### src/monitor_regs_pkg.sv
// Purpose: constants for the monitor configuration and status registers
// Assumes: 32-bit Avalon-MM data, one register per aligned word
// Notes: byte address of a register is four times its index

package monitor_regs_pkg;

    // ------------------------------------------------------------
    // register indices and bus layout
    // ------------------------------------------------------------
    localparam int ADDR_W = 10;
    localparam logic [7:0] IDX_CONFIG = 8'h40;
    localparam logic [7:0] IDX_STATUS1 = 8'h41;
    localparam logic [7:0] IDX_STATUS2 = 8'h42;
    localparam logic [9:0] ADDR_CONFIG = {IDX_CONFIG, 2'h0};
    localparam logic [9:0] ADDR_STATUS1 = {IDX_STATUS1, 2'h0};
    localparam logic [9:0] ADDR_STATUS2 = {IDX_STATUS2, 2'h0};

    // ------------------------------------------------------------
    // configuration bit positions
    // ------------------------------------------------------------
    localparam int CFG_RUN = 0;
    localparam int CFG_LOCK = 1;
    localparam int CFG_READY = 2;
    localparam int CFG_FANS_MAX = 3;
    localparam int CFG_POWER_REPORT = 4;
    localparam int CFG_SPIN_BYPASS = 5;
    localparam int CFG_BUS_TIMEOUT = 6;
    localparam int CFG_SUPPLY_5V = 7;
    // bits frozen by the lock
    localparam logic [7:0] CFG_LOCKABLE_MASK = 8'hD3;

    // ------------------------------------------------------------
    // status bit positions
    // ------------------------------------------------------------
    localparam int ST_V2P5 = 0;
    localparam int ST_CORE = 1;
    localparam int ST_SUPPLY = 2;
    localparam int ST_V5_TIMER = 3;
    localparam int ST_REMOTE1 = 4;
    localparam int ST_LOCAL = 5;
    localparam int ST_REMOTE2 = 6;
    localparam int ST_ANY_SECONDARY = 7;
    localparam int NUM_FLAGS1 = 7;

    // ------------------------------------------------------------
    // reset values
    // ------------------------------------------------------------
    localparam logic [7:0] CONFIG_RESET = 8'h01;
    localparam logic [7:0] STATUS1_RESET = 8'h00;
    localparam logic [7:0] STATUS2_RESET = 8'h00;

    // ------------------------------------------------------------
    // overtemperature timer tick
    // ------------------------------------------------------------
    localparam int CLK_MHZ = 125;
    localparam int OVT_TICK_US = 1000;
    localparam int OVT_TICK_CYC = OVT_TICK_US * CLK_MHZ;
    localparam int OVT_CNT_W = 8;

endpackage : monitor_regs_pkg

### src/monitor_config_and_status_regs.sv
// Purpose: configuration and interrupt status registers of the monitor
// Assumes: Avalon-MM slave with waitrequest, power-on reset on rst_n
// Notes: measurement and fan loops sit outside and use these outputs
//
// Overview of operation
// - run bit set uses programmed limits
// - run bit clear selects default limits
// - clearing run never touches limit registers
// - run bit read-only after lock written
// - lock freezes lockable bits until power cycle
// - writes to locked registers are discarded
// - ready flag set once powered up
// - full-speed bit forces fans, resets zero
// - full-speed bit stays writable when locked
// - bypass bit skips tach spin-up detection
// - timeout bit enables bus timeout, lockable
// - supply-scale bit picks 5 V or 3.3 V
// - bits 0-3 flag voltage channel limits
// - read clears flag only if condition gone
// - overtemp mode: bit 3 flags timer overrun
// - bits 4-6 flag temperature channel limits
// - bit 7 is OR of second status
// - both status registers reset to zero

`timescale 1ns/1ps

module monitor_config_and_status_regs
    import monitor_regs_pkg::*;
#(
    parameter int TICK_CYCLES = OVT_TICK_CYC
) (
    // clock and reset
    input wire logic clk_sys,
    input wire logic rst_n,
    // avalon-mm slave
    input wire logic [ADDR_W-1:0] avs_address,
    input wire logic avs_read,
    input wire logic avs_write,
    input wire logic [3:0] avs_byteenable,
    input wire logic [31:0] avs_writedata,
    output logic [31:0] avs_readdata,
    output logic avs_waitrequest,
    // measurement side
    input wire logic powered_up,
    input wire logic [NUM_FLAGS1-1:0] limit_fault,
    input wire logic [7:0] secondary_fault,
    input wire logic overtemp_mode,
    input wire logic overtemp_pin_n,
    input wire logic [OVT_CNT_W-1:0] overtemp_time_limit,
    // configuration outputs and secondary status summary
    output logic monitor_run,
    output logic limits_locked,
    output logic fans_forced_max,
    output logic core_power_report,
    output logic spin_up_pulse_bypass,
    output logic bus_timeout_select,
    output logic supply_is_5v,
    output logic any_secondary_flag
);

    // ------------------------------------------------------------
    // state
    // ------------------------------------------------------------
    typedef struct packed {
        logic pin_meta;
        logic pin_sync;
        logic [31:0] tick_cnt;
        logic [OVT_CNT_W-1:0] ovt_time;
        logic ovt_over;
        logic [7:0] cfg;
        logic [NUM_FLAGS1-1:0] stat1;
        logic [7:0] stat2;
        logic wait_n;
        logic wait_req;
        logic sec_any;
        logic [7:0] rdata;
    } state_t;

    state_t st_r;
    state_t st_nxt;

    logic req;
    logic commit;
    logic hit_cfg;
    logic hit_st1;
    logic hit_st2;
    logic [NUM_FLAGS1-1:0] cond1;
    logic [NUM_FLAGS1-1:0] clr1;
    logic [7:0] clr2;
    logic [7:0] cfg_view;
    logic [7:0] st1_view;
    logic tick;

    assign req = avs_read | avs_write;
    assign commit = req & st_r.wait_n;
    assign hit_cfg = avs_address[ADDR_W-1:2] == IDX_CONFIG;
    assign hit_st1 = avs_address[ADDR_W-1:2] == IDX_STATUS1;
    assign hit_st2 = avs_address[ADDR_W-1:2] == IDX_STATUS2;
    assign tick = st_r.tick_cnt == 32'(TICK_CYCLES - 1);

    // ------------------------------------------------------------
    // views of readable registers
    // ------------------------------------------------------------
    always_comb begin
        cfg_view = st_r.cfg;
        cfg_view[CFG_READY] = powered_up;
        st1_view = {|st_r.stat2, st_r.stat1};
    end

    // ------------------------------------------------------------
    // fault conditions
    // ------------------------------------------------------------
    always_comb begin
        cond1 = limit_fault;
        if (overtemp_mode) begin
            cond1[ST_V5_TIMER] = st_r.ovt_over;
        end
        // clear only bits read as one and now gone
        clr1 = {NUM_FLAGS1{commit & avs_read & hit_st1}}
            & st_r.rdata[NUM_FLAGS1-1:0] & ~cond1;
        clr2 = {8{commit & avs_read & hit_st2}} & st_r.rdata
            & ~secondary_fault;
    end

    // ------------------------------------------------------------
    // next state
    // ------------------------------------------------------------
    always_comb begin
        st_nxt = st_r;
        st_nxt.pin_meta = ~overtemp_pin_n;
        st_nxt.pin_sync = st_r.pin_meta;

        // tick divider and continuous assertion timer
        st_nxt.tick_cnt = tick ? 32'h0 : st_r.tick_cnt + 32'h1;
        if (!st_r.pin_sync) begin
            st_nxt.ovt_time = '0;
            st_nxt.ovt_over = 1'b0;
        end else if (tick) begin
            if (st_r.ovt_time != {OVT_CNT_W{1'b1}}) begin
                st_nxt.ovt_time = st_r.ovt_time + 1'b1;
            end
            st_nxt.ovt_over = st_r.ovt_time > overtemp_time_limit;
        end

        st_nxt.stat1 = (st_r.stat1 & ~clr1) | cond1;
        st_nxt.stat2 = (st_r.stat2 & ~clr2) | secondary_fault;
        // summary kept in its own flop
        st_nxt.sec_any = |st_nxt.stat2;

        // bus handshake: one wait cycle, then answer
        if (req && !st_r.wait_n) begin
            st_nxt.wait_n = 1'b1;
            unique case (1'b1)
                hit_cfg: st_nxt.rdata = cfg_view;
                hit_st1: st_nxt.rdata = st1_view;
                hit_st2: st_nxt.rdata = st_r.stat2;
                default: st_nxt.rdata = 8'h00;
            endcase
        end else if (commit) begin
            st_nxt.wait_n = 1'b0;
        end
        st_nxt.wait_req = ~st_nxt.wait_n;

        if (commit && avs_write && hit_cfg && avs_byteenable[0]) begin
            if (!st_r.cfg[CFG_LOCK]) begin
                st_nxt.cfg[CFG_RUN] = avs_writedata[CFG_RUN];
                st_nxt.cfg[CFG_LOCK] = avs_writedata[CFG_LOCK];
                st_nxt.cfg[CFG_POWER_REPORT] =
                    avs_writedata[CFG_POWER_REPORT];
                st_nxt.cfg[CFG_BUS_TIMEOUT] =
                    avs_writedata[CFG_BUS_TIMEOUT];
                st_nxt.cfg[CFG_SUPPLY_5V] = avs_writedata[CFG_SUPPLY_5V];
            end
            st_nxt.cfg[CFG_FANS_MAX] = avs_writedata[CFG_FANS_MAX];
            st_nxt.cfg[CFG_SPIN_BYPASS] = avs_writedata[CFG_SPIN_BYPASS];
        end
        st_nxt.cfg[CFG_READY] = 1'b0;
    end

    // ------------------------------------------------------------
    // registers
    // ------------------------------------------------------------
    always_ff @(posedge clk_sys) begin
        if (!rst_n) begin
            st_r.pin_meta <= 1'b0;
            st_r.pin_sync <= 1'b0;
            st_r.tick_cnt <= 32'h0;
            st_r.ovt_time <= '0;
            st_r.ovt_over <= 1'b0;
            st_r.cfg <= CONFIG_RESET;
            st_r.stat1 <= STATUS1_RESET[NUM_FLAGS1-1:0];
            st_r.stat2 <= STATUS2_RESET;
            st_r.wait_n <= 1'b0;
            st_r.wait_req <= 1'b1;
            st_r.sec_any <= 1'b0;
            st_r.rdata <= 8'h00;
        end else begin
            st_r <= st_nxt;
        end
    end

    // ------------------------------------------------------------
    // outputs
    // ------------------------------------------------------------
    assign avs_readdata = {24'h0, st_r.rdata};
    assign avs_waitrequest = st_r.wait_req;
    assign monitor_run = st_r.cfg[CFG_RUN];
    assign limits_locked = st_r.cfg[CFG_LOCK];
    assign fans_forced_max = st_r.cfg[CFG_FANS_MAX];
    assign core_power_report = st_r.cfg[CFG_POWER_REPORT];
    assign spin_up_pulse_bypass = st_r.cfg[CFG_SPIN_BYPASS];
    assign bus_timeout_select = st_r.cfg[CFG_BUS_TIMEOUT];
    assign supply_is_5v = st_r.cfg[CFG_SUPPLY_5V];
    assign any_secondary_flag = st_r.sec_any;

    logic cfg_wr;
    assign cfg_wr = commit & avs_write & hit_cfg & avs_byteenable[0];
endmodule : monitor_config_and_status_regs

### config.mk
export PLATFORM = sky130hd
export DESIGN_NAME = monitor_config_and_status_regs
export DESIGN_NICKNAME = d
export VERILOG_FILES = /design/src/monitor_regs_pkg.sv /design/src/monitor_config_and_status_regs.sv
export SDC_FILE = /design/constraint.sdc
export NUM_CORES = 1
export LEC_CHECK = 0
export ABC_AREA = 1
export BUFFER_PORTS_ARGS = -buffer_cell sky130_fd_sc_hd__clkbuf_2
export CORE_MARGIN = 2
export CORE_UTILIZATION = 57
export DETAILED_ROUTE_END_ITERATION = 7
export PLACE_DENSITY = 0.93
export SYNTH_ARGS = -nofsm -noshare
export SYNTH_HDL_FRONTEND = slang
export SYNTH_SLANG_ARGS = --single-unit
### constraint.sdc
create_clock -name clk_sys -period 2.5 [get_ports clk_sys]
set_clock_uncertainty 0.15 [all_clocks]
set_input_delay 0.25 -clock clk_sys [delete_from_list [all_inputs] [get_ports clk_sys]]
set_output_delay 0.25 -clock clk_sys [all_outputs]
set_load 0.05 [all_outputs]
==> key figures <==
Setup path
  – R2R depth: 10
  – Crit path max fanout: 4
  – RR Endpoint: st_r[71]$_SDFF_PP0_
  – Crit path launch type: register
  – Critical Path Max Stage Delay: ~0.37 ns
  – Worst r2r src: st_r[43]$_SDFF_PP0_
  – R2R Setup Slk: ~0.46 ns
  – Arr. time, crit path: ~2.1 ns
  – Slowest CP cell: dfxtp_1
  – Crit path max-delay family: simple AND/OR/NAND/NOR gates
  – Worst setup EP type: register
  – Critical Path RT: 2.60 ns
  – Kind of critical path: register to register
  – Crit-path cells: ha_1 > nand2_1 > inv_1 > nand3_1 > nor2_4 > nand2_4 > nor2_4 > nand3_1 > o21ai_0 > a21oi_1
  – WP buf/inv: 1

Timing
  – Final Slew Violations: 0
  – Max Fclk: between 400 and 500 MHz
  – Setup TNS Final: 0 ns
  – Slew HR: 0.639
  – Tcrit/Tclk final: 0.816
  – Count of final hold-check violations: 0
  – Worst slew pin tran: ~0.54 ns
  – Finish-stage setup viols: 0
  – Final min period: a little over 2 ns
  – RSZ-0062 raised after global routing: no

Global routing
  – Largest net degree at the start of global routing: 29
  – Grt total ovfl: 0
  – Gr usage total: 0.260
  – Antenna violations before repair: 0
  – First-pass GRT wire length: 17.4 mm
  – Vias in the first global route: 3,999

Route
  – Drt pass-1 iters: 5
  – M1 WL: ~4.2 mm
  – WL final: 10.4 mm
  – Initial drt markers: 267
  – DRT antenna net count: 0
  – Vias per Instance: between 5 and 6
  – WL met3: approximately 690 um
  – Wirelength per Cell: between 10 and 15 um
  – Via Count: 4,251
  – Top Metal Used: met4
  – WL met2: between 5 and 6 mm
  – # DRC: 0

Finish
  – Finished Cell Area: about 4800 um2
  – Area delta synth->final: 13.7%
  – Layout Nets: ~770
  – Core Util, Final: 0.663
  – Share of cells above drive strength 1: 0.137
  – N_diodes: 0
  – Number of non-filler instances in the completed layout: 783

Synth
  – Ys Warns: 0
  – Sequential area share after synthesis: 0.362
  – FFs w/ async S/R, synth: 0
  – Synth top area cells: dfxtp_1, nand2_1, inv_1
  – Largest family of logic cells by synthesized area: simple AND/OR/NAND/NOR gates
  – Post-synthesis mux area share: 0.00238
  – Synthesized area per cell: ~6.9 um2
  – Mapped Area: between 4000 and 5000 um2
  – Post-synthesis adder-cell area fraction: 0.0357
  – Number of enable flip-flop cells after synthesis: 0
  – Synth Area in Simple Gates: 0.331
  – Synth Flop Type: dfxtp_1
  – Count of different cell masters after synthesis: 33
  – Yosys top cell by area: dfxtp_1
  – Yosys reg bits: 76
  – Synth Instances: between 600 and 700
  – Share of Yosys cell area claimed by the top area cell type: 0.362
  – Compound-Gate Fraction of Synth Area: 0.0928
  – Xor/xnor cell area share of the yosys netlist: 0.0271

CTS
  – Clk sinks: between 70 and 80
  – Post-CTS Resized: 0
  – H-Tree Depth: 3
  – Clk buf depth: 2
  – Worst-path clk slew: about 0.08 ns
  – Clock Root Buffer: clkbuf_8
  – CTS buffer count: 9
  – CTS tree: done
  – Skew-Pair Late Insertion Delay: roughly 0.36 ns
  – Post-CTS setup buffer count: 0

Floorplanning
  – Core area: between 7000 and 8000 um2
  – Rows: 31
  – Effective utilization at floorplan: 0.583
  – DIE WIDTH: approximately 90 um
  – DIE AREA: about 8100 um2
  – # IOs: about 120
  – Die Y: around 90 um

Outcome
  – Status: completed

Power and ir drop
  – Pwr per Cell Area: a little over 500 nW/um2
  – Leakage power: around 2.1 nW
  – Peak VDD IR: roughly 0.40 mV

Placed design
  – Area after DPL: between 4000 and 5000 um2
  – Port Buf Inserts: slightly above 60
  – Placed Instances: about 750
  – HPWL after detailed placement: 7.34 mm
  – Gpl congestion: ~0.9

Hold path
  – Hold Path Origin: secondary_fault[0]
  – HP Class: input pin to register
  – Worst hold endpoint: st_r[11]$_SDFF_PN0_
  – Min-Delay Path Depth: 3

Run
  – Max cap viols: 0
-- cells in the mapped netlist, types with 2 or more instances --
master and count:
buf_6 2, nor3_1 15, nand4_1 22, o211ai_1 2, dfxtp_1 76, xnor2_1 3, buf_4 35, or2_2 2
xor2_1 10, a21oi_1 56, nand3_1 59, ha_1 12, nor4_1 4, clkbuf_1 3, nor2_1 68, nor2_2 2
inv_1 81, nor2_4 5, nand2_1 119, buf_2 2, o21ai_0 19
-- layout by cell type, fill, tap and decap left out, types with 10 or more instances in the layout --
| cell | Yosys | final |
|---|---|---|
| nor3_1 | 15 | 15 |
| a21oi_1 | 56 | 56 |
| ha_1 | 12 | 12 |
| dlygate4sd3_1 | 0 | 17 |
| conb_1 | 1 | 24 |
| clkbuf_2 | 0 | 62 |
| nand2_1 | 119 | 119 |
| nand3_1 | 59 | 59 |
| o21ai_0 | 19 | 19 |
| xor2_1 | 10 | 10 |
| nor2_1 | 68 | 68 |
| nand4_1 | 22 | 22 |
| dfxtp_1 | 76 | 76 |
| inv_1 | 81 | 81 |
-- worst reg2reg max path: stages (launching register included) --
cell	delay, ns
dfxtp_1	0.37
ha_1	0.21
nand2_1	0.11
inv_1	0.09
nand3_1	0.21
nor2_4	0.23
nand2_4	0.09
nor2_4	0.13
nand3_1	0.11
o21ai_0	0.17
a21oi_1	0.06
-- sequential cells by signal, indices dropped and copies added (netlist names) --
name / count
st_r: 51
avs_readdata: 8
st1_view: 7
any_secondary_flag: 1
avs_waitrequest: 1
bus_timeout_select: 1
core_power_report: 1
fans_forced_max: 1
limits_locked: 1
monitor_run: 1
spin_up_pulse_bypass: 1
st_nxt: 1
supply_is_5v: 1
-- layout make-up --
cell class	instances	area, um2
Clock buffer	9	124
Multi-Input combinational cell	430	2150
Fill cell	577	2430
Tap cell	99	124
Sequential cell	76	1520
Timing Repair Buffer	80	488
Clock inverter	6	65.1
Inverter	83	314
-- how the worst max path moves through the flow --
stage	start	endpoint	slack, ns	depth (start not counted)
2_1_floorplan	st_r[43]$_SDFF_PP0_	st_r[71]$_SDFF_PP0_	0.82	10
3_3_place_gp	avs_write	any_secondary_flag$_SDFF_PN0_	0.62	12
3_5_place_dp	st_r[43]$_SDFF_PP0_	st_r[71]$_SDFF_PP0_	0.56	10
4_1_cts	st_r[43]$_SDFF_PP0_	st_r[71]$_SDFF_PP0_	0.51	10
5_1_grt	st_r[43]$_SDFF_PP0_	st_r[71]$_SDFF_PP0_	0.32	10
6_report	st_r[43]$_SDFF_PP0_	st_r[71]$_SDFF_PP0_	0.46	10
-- metrics by stage --
| step | hold WS [ns] | power [mW] | setup slack, ns |
|---|---|---|---|
| 6_report | 0.0126 | 2.46 | 0.461 |
| 5_1_grt | 0.00609 | 2.54 | 0.324 |
| 4_1_cts | 0.000966 | 2.46 | 0.515 |
| 3_5_place_dp | 0.261 | 1.53 | 0.555 |
| 3_3_place_gp | 0.257 | 1.52 | 0.623 |
| 2_1_floorplan | 0.172 | 1.49 | 0.824 |
-- power breakdown --
group          switching [mW]  internal (mW)
combinational           0.192         0.0784
clock                   0.480          0.457
sequential             0.0179           1.24
total                   0.690           1.77
-- what timing repair did --
action / 4_1_cts / 5_1_grt
hold endpoints to repair: 17 / 0
endpoints found under the setup margin: 0 / 0
hold buffers: 17 / 0
-- per-layer routing --
| layer | vias up | global-route usage |
|---|---|---|
| met3 | 40 | 0.0478 |
| met5 | - | 0 |
| met1 | 1935 | 0.303 |
| met4 | 0 | 0.128 |
| li1 | 2062 | - |
| met2 | 214 | 0.460 |
-- cell families after synthesis --
group	Yosys count
and+or+nand+nor	303
adders and majority gates	12
AOI/OAI and AO/OA	77
other	1
buffers and inverters	126
DFF	76
xor gates and xnor gates	13
muxes	1
No activity file was read; power rests on OpenSTA's default activity.
